`src/xpt_pkg.sv`:
```
// Shared constants for the crosspoint serial configuration link.
// Assumes a single 10 MHz system clock in both ends.
package xpt_pkg;

   // ---------------------------------------------------------------
   // Switch geometry
   // ---------------------------------------------------------------
   localparam int NUM_OUT = 8;
   localparam int IDX_W = 4;
   localparam int FIELD_W = 5;
   localparam int OFF_POS = 4;
   localparam int FRAME_BITS = 40;
   localparam int WORD_BITS = 8;
   localparam int WORD_LSB = FRAME_BITS - WORD_BITS;
   localparam int W_OSEL_LSB = 0;
   localparam int W_OSEL_W = 3;
   localparam int W_ISEL_LSB = 3;
   localparam int W_OFF_BIT = 7;
   localparam logic [IDX_W-1:0] SEL_RST = 4'h0;

   // ---------------------------------------------------------------
   // Serial clock timing
   // ---------------------------------------------------------------
   localparam int CLK_PERIOD_NS = 100;
   localparam int HALF_NS = 400;
   localparam int HALF_CYC = (HALF_NS + CLK_PERIOD_NS - 1) / CLK_PERIOD_NS;
   localparam int CNT_W = 8;

   // ---------------------------------------------------------------
   // Controller register map
   // ---------------------------------------------------------------
   localparam logic [7:0] CTRL_OFF = 8'h00;
   localparam logic [7:0] STAT_OFF = 8'h04;
   localparam logic [7:0] TX0_OFF = 8'h08;
   localparam logic [7:0] TX1_OFF = 8'h0C;
   localparam logic [7:0] TX2_OFF = 8'h10;
   localparam logic [7:0] RX_OFF = 8'h14;
   localparam int C_GO = 0;
   localparam int C_MODE = 1;
   localparam int C_CFG = 2;
   localparam int C_CLR = 3;
   localparam int C_FAN = 4;
   localparam int C_LEN_LSB = 8;
   localparam int LEN_W = 7;
   localparam int TX_BITS = 96;
   localparam int S_BUSY = 0;

endpackage : xpt_pkg

```
`src/xpt_if.sv`:
```
// Pin bundle between the serial controller and the crosspoint device.
// Assumes the bench joins the two ends through one instance.
`timescale 1ns/1ps
`default_nettype none
interface xpt_if;
   logic sclk;
   logic cs_n;
   logic din;
   logic dout;
   logic mode;
   logic cfg;
   logic clear;
   logic fanout_input_zero_pin;

   modport device (input sclk, cs_n, din, mode, cfg, clear,
      fanout_input_zero_pin, output dout);
   modport controller (output sclk, cs_n, din, mode, cfg, clear,
      fanout_input_zero_pin, input dout);
endinterface : xpt_if
`default_nettype wire

```
`src/xpt_controller.sv`:
```
// Serial controller: Wishbone registers drive the configuration pins.
// Assumes a classic Wishbone master on the same clock.
//
// Added by the designer: the Wishbone interface to the registers and the address map.
`timescale 1ns/1ps
`default_nettype none
module xpt_controller
   import xpt_pkg::*;
(
   input wire logic clk_i,
   input wire logic rst_i,
   input wire logic [7:0] adr_i,
   input wire logic [31:0] dat_i,
   output logic [31:0] dat_o,
   input wire logic we_i,
   input wire logic [3:0] sel_i,
   input wire logic cyc_i,
   input wire logic stb_i,
   output logic ack_o,
   xpt_if.controller link
);
   typedef enum logic [2:0] {IDLE, SETUP, HI, LO, TAIL, TAILH, CFGP}
      ctl_st_t;
   typedef struct packed {
      ctl_st_t st;
      logic ack;
      logic [31:0] dat;
      logic mode;
      logic cfg_en;
      logic clr;
      logic fan;
      logic [LEN_W-1:0] len;
      logic [LEN_W-1:0] bitc;
      logic [TX_BITS-1:0] tx;
      logic [31:0] rx;
      logic [CNT_W-1:0] cnt;
      logic sck;
      logic csn;
      logic din;
      logic cfg;
   } ctl_state_t;
   ctl_state_t r_reg, r_next;
   logic dout_s;
   logic req;
   logic wr;
   logic tick;
   logic [LEN_W-1:0] bit_nx;
   localparam logic [CNT_W-1:0] HALF_LD = CNT_W'(HALF_CYC - 1);

   // Device serial output is a pin
   xpt_sync #(
      .W(1),
      .INIT(1'b0)
   ) u_sync (
      .clk_i(clk_i),
      .rst_i(rst_i),
      .d_i(link.dout),
      .q_o(dout_s)
   );

   // Byte-lane merge of a register write
   function automatic logic [31:0] merge(
      input logic [31:0] o,
      input logic [31:0] d,
      input logic [3:0] s
   );
      for (int b = 0; b < 4; b++)
         merge[b*8 +: 8] = s[b] ? d[b*8 +: 8] : o[b*8 +: 8];
   endfunction : merge

   assign req = cyc_i & stb_i & ~r_reg.ack;
   // Writes land at the edge where the master samples ack high
   assign wr = cyc_i & stb_i & we_i & r_reg.ack;
   assign tick = (r_reg.cnt == '0);
   assign bit_nx = r_reg.bitc + LEN_W'(1);

   // ---------------------------------------------------------------
   // Register slave and serial sequencer
   // ---------------------------------------------------------------
   always_comb
   begin
      r_next = r_reg;
      r_next.ack = req;
      r_next.cnt = tick ? HALF_LD : r_reg.cnt - CNT_W'(1);
      // Read mux, unmapped reads zero
      unique case (adr_i)
         CTRL_OFF: r_next.dat = {17'h00000, r_reg.len, 3'h0, r_reg.fan,
            r_reg.clr, r_reg.cfg_en, r_reg.mode, 1'b0};
         STAT_OFF: r_next.dat = {31'h00000000, r_reg.st != IDLE};
         TX0_OFF: r_next.dat = r_reg.tx[31:0];
         TX1_OFF: r_next.dat = r_reg.tx[63:32];
         TX2_OFF: r_next.dat = r_reg.tx[95:64];
         RX_OFF: r_next.dat = r_reg.rx;
         default: r_next.dat = 32'h00000000;
      endcase
      // Writes: data words only while idle
      if (wr && r_reg.st == IDLE)
      begin
         if (adr_i == TX0_OFF)
            r_next.tx[31:0] = merge(r_reg.tx[31:0], dat_i, sel_i);
         if (adr_i == TX1_OFF)
            r_next.tx[63:32] = merge(r_reg.tx[63:32], dat_i, sel_i);
         if (adr_i == TX2_OFF)
            r_next.tx[95:64] = merge(r_reg.tx[95:64], dat_i, sel_i);
      end
      if (wr && adr_i == CTRL_OFF && sel_i[0])
      begin
         r_next.clr = dat_i[C_CLR];
         r_next.fan = dat_i[C_FAN];
         if (r_reg.st == IDLE)
         begin
            r_next.mode = dat_i[C_MODE];
            r_next.cfg_en = dat_i[C_CFG];
         end
      end
      if (wr && adr_i == CTRL_OFF && sel_i[1] && r_reg.st == IDLE)
         r_next.len = dat_i[C_LEN_LSB +: LEN_W];
      // Serial sequencer
      unique case (r_reg.st)
         IDLE:
            if (wr && adr_i == CTRL_OFF && sel_i[0] && dat_i[C_GO])
            begin
               r_next.cnt = HALF_LD;
               r_next.bitc = '0;
               if (r_next.len == '0)
               begin
                  r_next.cfg = 1'b1;
                  r_next.st = CFGP;
               end
               else
               begin
                  r_next.csn = 1'b0;
                  r_next.st = SETUP;
               end
            end
         SETUP:
            if (tick)
            begin
               r_next.sck = 1'b1;
               r_next.din = r_reg.tx[0];
               r_next.st = HI;
            end
         HI:
            if (tick)
            begin
               r_next.sck = 1'b0;
               r_next.st = LO;
            end
         LO:
            if (tick)
            begin
               r_next.rx = {dout_s, r_reg.rx[31:1]};
               r_next.tx = r_reg.tx >> 1;
               r_next.bitc = bit_nx;
               if (bit_nx == r_reg.len)
               begin
                  r_next.csn = 1'b1;
                  r_next.st = TAIL;
               end
               else
               begin
                  r_next.sck = 1'b1;
                  r_next.din = r_reg.tx[1];
                  r_next.st = HI;
               end
            end
         TAIL:
            if (tick)
            begin
               r_next.sck = 1'b1;
               r_next.st = TAILH;
            end
         TAILH:
            if (tick)
            begin
               r_next.sck = 1'b0;
               r_next.cfg = r_reg.cfg_en;
               r_next.st = r_reg.cfg_en ? CFGP : IDLE;
            end
         CFGP:
            if (tick)
            begin
               r_next.cfg = 1'b0;
               r_next.st = IDLE;
            end
      endcase
   end

   // State register
   always_ff @(posedge clk_i)
   begin
      if (rst_i)
      begin
         r_reg <= '0;
         r_reg.st <= IDLE;
         r_reg.csn <= 1'b1;
      end
      else
         r_reg <= r_next;
   end

   assign ack_o = r_reg.ack;
   assign dat_o = r_reg.dat;
   assign link.sclk = r_reg.sck;
   assign link.cs_n = r_reg.csn;
   assign link.din = r_reg.din;
   assign link.mode = r_reg.mode;
   assign link.cfg = r_reg.cfg;
   assign link.clear = r_reg.clr;
   assign link.fanout_input_zero_pin = r_reg.fan;
endmodule : xpt_controller
`default_nettype wire

```
`src/xpt_sync.sv`:
```
// Two-flop synchroniser for a bundle of pin levels.
// Assumes every bit is a slow level or edge from another domain.
`timescale 1ns/1ps
`default_nettype none
module xpt_sync #(
   parameter int W = 1,
   parameter logic [W-1:0] INIT = '0
) (
   input wire logic clk_i,
   input wire logic rst_i,
   input wire logic [W-1:0] d_i,
   output logic [W-1:0] q_o
);
   typedef struct packed {
      logic [W-1:0] s1;
      logic [W-1:0] s2;
   } sync_t;
   sync_t r_reg, r_next;

   // Second stage reads only the first
   always_comb
   begin
      r_next.s1 = d_i;
      r_next.s2 = r_reg.s1;
   end

   // State register
   always_ff @(posedge clk_i)
   begin
      if (rst_i)
         r_reg <= '{s1: INIT, s2: INIT};
      else
         r_reg <= r_next;
   end

   assign q_o = r_reg.s2;
endmodule : xpt_sync
`default_nettype wire
```
`src/flat_wrapper.sv`:
```
// flat-port wrapper written by rule: the top's interface ports become plain ports
module xpt_controller_flat import xpt_pkg::*;
  (clk_i, rst_i, adr_i, dat_i, dat_o, we_i, sel_i, cyc_i, stb_i, ack_o, link_sclk, link_cs_n, link_din, link_mode, link_cfg, link_clear, link_fanout_input_zero_pin, link_dout);
  xpt_if link_i ();
  input wire logic clk_i;
  input wire logic rst_i;
  input wire logic [7:0] adr_i;
  input wire logic [31:0] dat_i;
  output logic [31:0] dat_o;
  input wire logic we_i;
  input wire logic [3:0] sel_i;
  input wire logic cyc_i;
  input wire logic stb_i;
  output logic ack_o;
  output wire logic [$bits(link_i.sclk)-1:0] link_sclk;
  output wire logic [$bits(link_i.cs_n)-1:0] link_cs_n;
  output wire logic [$bits(link_i.din)-1:0] link_din;
  output wire logic [$bits(link_i.mode)-1:0] link_mode;
  output wire logic [$bits(link_i.cfg)-1:0] link_cfg;
  output wire logic [$bits(link_i.clear)-1:0] link_clear;
  output wire logic [$bits(link_i.fanout_input_zero_pin)-1:0] link_fanout_input_zero_pin;
  input wire logic [$bits(link_i.dout)-1:0] link_dout;
  assign link_sclk = link_i.sclk;
  assign link_cs_n = link_i.cs_n;
  assign link_din = link_i.din;
  assign link_mode = link_i.mode;
  assign link_cfg = link_i.cfg;
  assign link_clear = link_i.clear;
  assign link_fanout_input_zero_pin = link_i.fanout_input_zero_pin;
  assign link_i.dout = link_dout;
  xpt_controller u_core (.clk_i(clk_i), .rst_i(rst_i), .adr_i(adr_i), .dat_i(dat_i), .dat_o(dat_o), .we_i(we_i), .sel_i(sel_i), .cyc_i(cyc_i), .stb_i(stb_i), .ack_o(ack_o), .link(link_i));
endmodule
```
`config.mk`:
```
export PLATFORM = sky130hd
export DESIGN_NAME = xpt_controller_flat
export DESIGN_NICKNAME = d
export VERILOG_FILES = /design/src/xpt_pkg.sv /design/src/xpt_if.sv /design/src/xpt_controller.sv /design/src/xpt_sync.sv /design/src/flat_wrapper.sv
export SDC_FILE = /design/constraint.sdc
export NUM_CORES = 1
export LEC_CHECK = 0
export BUFFER_PORTS_ARGS = -buffer_cell sky130_fd_sc_hd__buf_4
export CORE_ASPECT_RATIO = 0.6
export CORE_MARGIN = 2
export CORE_UTILIZATION = 35
export DETAILED_ROUTE_END_ITERATION = 10
export PLACE_DENSITY = 0.59
export RECOVER_POWER = 25
export SYNTH_ARGS = -nofsm -noshare
export SYNTH_HDL_FRONTEND = slang
export SYNTH_HIERARCHICAL = 1
export SYNTH_SLANG_ARGS = --single-unit
export TNS_END_PERCENT = 20
```
`constraint.sdc`:
```
create_clock -name clk_i -period 2.1 [get_ports clk_i]
set_input_delay 0.105 -clock clk_i [delete_from_list [all_inputs] [get_ports clk_i]]
set_output_delay 0.105 -clock clk_i [all_outputs]
set_load 0.1 [all_outputs]
```
== After elaboration in Yosys (flattened, before gate mapping) ==
Cells that the tools add are included.
W data, S select, Z words.

* Input bits: 50
* Word-level logic and storage cells: 127
* Output and inout port bits: 40
* Flip-flop bits (word level): 196

* Equal/unequal tests: 25
* Muxes and demuxes: 52
* Add/subtract/negate cells: 2
* Reductions and logical operators: 25
* Bitwise gates (word level): 5

{| class="wikitable"
|+ Operator list
! kind !! count
|-
| $pmux W32 S6 || 1
|-
| $mux W135 || 1
|-
| $mux W128 || 1
|-
| $mux W8 || 15
|-
| $mux W32 || 3
|-
| $mux W96 || 1
|-
| $mux W3 || 11
|-
| $pmux W3 S7 || 1
|-
| $ne A2 B1 Y1 const B || 9
|-
| $eq A8 B4 Y1 const B || 2
|-
| $eq A8 B5 Y1 const B || 2
|-
| $logic_not A8 Y1 || 2
|-
| $reduce_and A5 Y1 || 3
|-
| $mux W7 || 2
|-
| $pmux W7 S2 || 1
|-
| $mux W1 || 11
|-
| $eq A3 B3 Y1 const B || 3
|-
| $reduce_bool A3 Y1 || 3
|-
| $eq A8 B3 Y1 const B || 1
|-
| $ne A2 B2 Y1 const B || 4
|-
| $sub A8 B1 Y8 const B || 1
|-
| $add A7 B1 Y7 const B || 1
|-
| $eq A7 B7 Y1 || 1
|-
| $logic_not A7 Y1 || 1
|-
| other kinds (14) || 28
|}

== Logic depth before layout (Yosys ltp) ==
* Depth after elaboration: 11
* Mapped depth: 9
* Mapped depth without buffers: 7

== Hierarchy ==
The synthesis kept the hierarchy.

{| class="wikitable"
|+ By module, submodules not included
! module !! cells an instance !! seq. area each (sq um) !! times used !! area an instance (sq um)
|-
| xpt_controller || 986 || 3883.7 || 1 || 8924.8
|-
| xpt_sync || 4 || 40.0 || 1 || 52.6
|}

== Least setup slack after synthesis ==
Ideal clock, no wire load.

* Path kind: reg-to-reg
* From: register u_core.r_reg, in the netlist u_core/ack_o
* To: register u_core/r_reg[193] in the netlist's numbering
* Path buffers: 1
* Period minus slack after synthesis: 2.728 ns
* Required time: 2.014 ns
* Cell stages (with the launch flop): 8
* Arrival time: 2.641 ns
* Library setup time: 0.086 ns
* Path slack: -0.628 ns
* Cell sequence: dfxtp_1 -> and4_1 -> clkbuf_1 -> and3_1 -> and4_4 -> nor3_1 -> or4_1 -> a221oi_2

* Longest elaborated chain between the ends: 9
* Elaborated cells between the ends (all ways): 13
* Those cells by class: eq/ne (1); mux (4); bitwise (1); reduce/logical (7)

{| class="wikitable"
|+ RTL lines
! element !! RTL line !! RTL
|-
| start: declaration || xpt_controller.sv:42 || <nowiki>ctl_state_t r_reg, r_next;</nowiki>
|-
| start signal: assignment || xpt_controller.sv:199 || <nowiki>r_reg <= r_next;</nowiki>
|-
| $and A1 B1 Y1 (*) || xpt_controller.sv:73 || <nowiki>assign wr = cyc_i & stb_i & we_i & r_reg.ack;</nowiki>
|-
| $logic_and A1 B1 Y1 (*) || xpt_controller.sv:116, xpt_controller.sv:121 ||
|-
| $logic_and A1 B1 Y1 (2 in a row) || xpt_controller.sv:116 || <nowiki>if (wr && adr_i == CTRL_OFF && sel_i[1] && r_reg.st == IDLE)</nowiki>
|-
| $mux W7 || xpt_controller.sv:116 ||
|-
| $logic_not A7 Y1 || xpt_controller.sv:125 || <nowiki>if (r_next.len == '0)</nowiki>
|-
| $mux W3 || xpt_controller.sv:125 ||
|-
| $mux W3 || xpt_controller.sv:121 || <nowiki>if (wr && adr_i == CTRL_OFF && sel_i[0] && dat_i[C_GO])</nowiki>
|-
| $pmux W3 S7 || xpt_controller.sv:119 || <nowiki>unique case (r_reg.st)</nowiki>
|}

Mark *: on every way between the ends. The rest lies on a longest branch, timed or not. The select of a mux whose other input is x is not followed.
A chain may end at the register's enable or synchronous reset.

== Worst setup path after layout ==
* From: register u_core/r_reg[9] in the netlist's numbering
* To: register u_core/r_reg[193] in the netlist's numbering

* Longest elaborated chain between the ends: 3
* Elaborated cells between the ends (all ways): 8
* Those cells by class: eq/ne (6); reduce/logical (2)

{| class="wikitable"
|+ RTL lines
! element !! RTL line !! RTL
|-
| $logic_not A8 Y1 (*) || xpt_controller.sv:74 || <nowiki>assign tick = (r_reg.cnt == '0);</nowiki>
|-
| $ne A2 B1 Y1 (no source line) || -- ||
|-
| $reduce_and A7 Y1 (no source line) (*) || -- ||
|}

Mark *: on every way between the ends. The rest lies on a longest branch, timed or not.

==> results.yml <==
critical_path:
  arrival_ns: 2.56
  crit_path_end_kind: "register"
  cp.required_ns: 2.46
  max_stage_delay_ns: 0.55
  startpoint_type: "register"
  critPathSlowestCell: "or4_4"
  crit_family: "simple AND/OR/NAND/NOR gates"
  reg2reg_slack_ns: -0.1
  path_buf_inv: 2
  path_max_fanout: 4
  crit_type: "reg2reg"
  crit_chain: "or4_4 > nor4b_4 > buf_4 > buf_6 > o31ai_1 > or4_1 > a221oi_2"
route:
  viasPerCell: 5.53
  wl_per_cell_um: 18.6
  ant_nets: 0
  first_pass_iters: 6
  vias: 7924
  drt-initial-drc-count: 817
  route.detailed.drc: 0
  routed_wl_mm: 26.7
sta:
  hold_ws_ns: 0.0270
  setup_ws_ns: -0.0965
  slew_violations: 0
  rsz0062_at_grt: "true"
  hold_violations: 0
  finalClockSkew_ns: 0.00983
  max_freq_ghz: 0.455
  setup_viol: 42
  worst_pin_slew_ns: 1.18
  tns_ns: -0.907
  slew_headroom_pct: 21.7
  layout_min_cycle_time_ns: 2.20
  period_share_pct: 105
synthesis:
  synth.top_cell.area_share_pct: 43.7
  yosysSeqAreaShare_pct: 43.7
  synthesis.nets: 1043
  netlist_instances: 990
  synth-main-ff-cell: "dfxtp_1"
  syn-cell-area_um2: 8980
  ys_top_cells_by_count: "196 x dfxtp_1, 130 x nor2_1, 108 x mux2i_1, 99 x nand2_1, 97 x a211oi_1"
  synth_most_common_cell: "dfxtp_1"
  syn-mean-instance-area_um2: 9.07
  synthTopCellsByArea: "dfxtp_1 44%, mux2i_1 12%, a211oi_1 8.1%"
  ys_seq_elements: 196
  yosys.area.top_type: "dfxtp_1"
  ys_types: 59
  synth_edf_count: 0
  ys_warn_count: 6
  async_flop_share_pct: 0
floorplanning:
  num_io_pins: 90
  start_util_pct: 35.6
  die_w_um: 211
  coreArea_um2: 25200
  die_h_um: 128
  die-area_um2: 27000
  num_rows: 45
outcome:
  violations: "negative setup slack"
  outcome: "finished with violations"
flow_run:
  max_cap_violations: 0
place:
  dp_hpwl_mm: 17.2
  io_buffers: 89
  post-place-cells: 1371
  place_congestion: 0.868
final_layout:
  fin_nets: 1144
  finish.utilization_pct: 45.5
  n_fill_cell: 2405
  multi_input_area_um2: 4850
  drive_above_1_share_pct: 26.7
  fin_cells: 1432
  regArea_um2: 3930
  largest_reg_flops: 154
  area_growth_pct: 27.9
  antenna_cells: 0
clock_tree:
  cts_tree: "built"
  clock-root-buffer: "clkbuf_16"
  cts.path.max_buffers: 2
  clkLatencyLatePin_ns: 0.45
  clock_sinks: 196
  numCtsBuffers: 17
  clk_transition_reported_paths_ns: 0.07
  ctsHtreeMaxLevel: 4
global_routing:
  antenna_found_initial: 0
  grt_util_all_layers_pct: 19.4
  grt_overflow: 0
  grt_pass1_vias: 7225
  grt_max_degree: 78
  grt_pass1_wl_mm: 41.0
pwr:
  peakVddDrop_v: 0.000461
  power_leakage_nw: 3.95
  powerDensity_nw_per_um2: 768
hold_path:
  hold_path_class: "in2reg"
## worst register-to-register path: cells and delay by family (launching register included)
kind | cells | cell delay [ns]
AO/OA/AOI/OAI | 2 | 0.29
buffers and inverters | 2 | 0.29
flip-flops | 1 | 0.32
AND/OR/NAND/NOR | 3 | 1.21
## through the flow
| step | setup slack (ns) | total power, mW | cell area [µm²] |
|---|---|---|---|
| after floorplan | -0.0610 | 4.80 | 8980 |
| after global placement | -0.0709 | 5.41 | 10200 |
| after detailed placement | -0.0971 | 5.42 | 10200 |
| after CTS | -0.0970 | 8.78 | 11100 |
| after global routing | -0.196 | 9.16 | 11500 |
| final | -0.0965 | 8.81 | 11500 |
## cell type report
cell class | count | area share (%)
clock inverter | 13 | 1.18
tap | 329 | 3.59
multi-input combinational | 685 | 42.3
sequential | 196 | 34.3
clock buffer | 18 | 3.83
timing repair buffer | 186 | 14.7
inverter | 5 | 0.163
## cells in the final DEF, fill, tap and decap left out, types with 12 or more instances in the layout
master | synthesis | routed
buf_12 | 0 | 13
clkbuf_16 | 0 | 20
nor2_2 | 4 | 38
dfxtp_1 | 196 | 191
a21oi_2 | 0 | 17
buf_4 | 34 | 121
nor2_1 | 130 | 93
nand2_1 | 99 | 97
a222oi_1 | 32 | 32
a211oi_2 | 0 | 17
mux2i_1 | 108 | 108
dlygate4sd3_1 | 0 | 17
a211oi_1 | 97 | 80
a22oi_1 | 13 | 12
a21oi_1 | 78 | 61
clkbuf_1 | 53 | 22
## power by group
part / switching, mW / leakage [nW] / internal, mW
registers: 0.124 / 1.58 / 3.83
clock network: 1.49 / 0.282 / 1.78
logic: 0.876 / 2.08 / 0.712
## worst paths after layout
| check | startpoint | cells past startpoint | endpoint |
|---|---|---|---|
| worst max-delay path | u_core/r_reg[9] | 7 | u_core/r_reg[193] |
| worst min-delay path | dat_i[21] | 3 | u_core/r_reg[129] |
| worst max register to register | u_core/r_reg[9] | 7 | u_core/r_reg[193] |
| worst min register to register | u_core/ack_o | 1 | u_core/ack_o |
## layer usage
metal	up-vias	routed length, µm	track usage [%]
li1	3802	-	-
met3	16	1880	4.63
met5	-	0	0
met2	258	10900	26.6
met1	3848	13700	30.1
met4	0	177	3.73
## cell families (layout without fill, tap and decap cells)
logic type | Yosys count | after routing | synth area share [%]
AND/OR/NAND/NOR | 306 | 306 | 16.3
AO/OA/AOI/OAI | 255 | 255 | 19.9
XOR/XNOR | 13 | 13 | 1.27
multiplexers | 108 | 108 | 12.0
flip-flops | 196 | 196 | 43.7
adder cells (fa/ha/maj) | 3 | 3 | 0.418
buffers and inverters | 109 | 222 | 6.29
## what timing repair did
action	CTS	global route
buffers inserted	5	3
gates cloned	2	4
pin swaps	2	7
resized for setup	21	90
hold buffers	17	0
hold endpoints to repair	16	0
setup endpoints to repair	87	146
(Power assumes the default switching activity.)
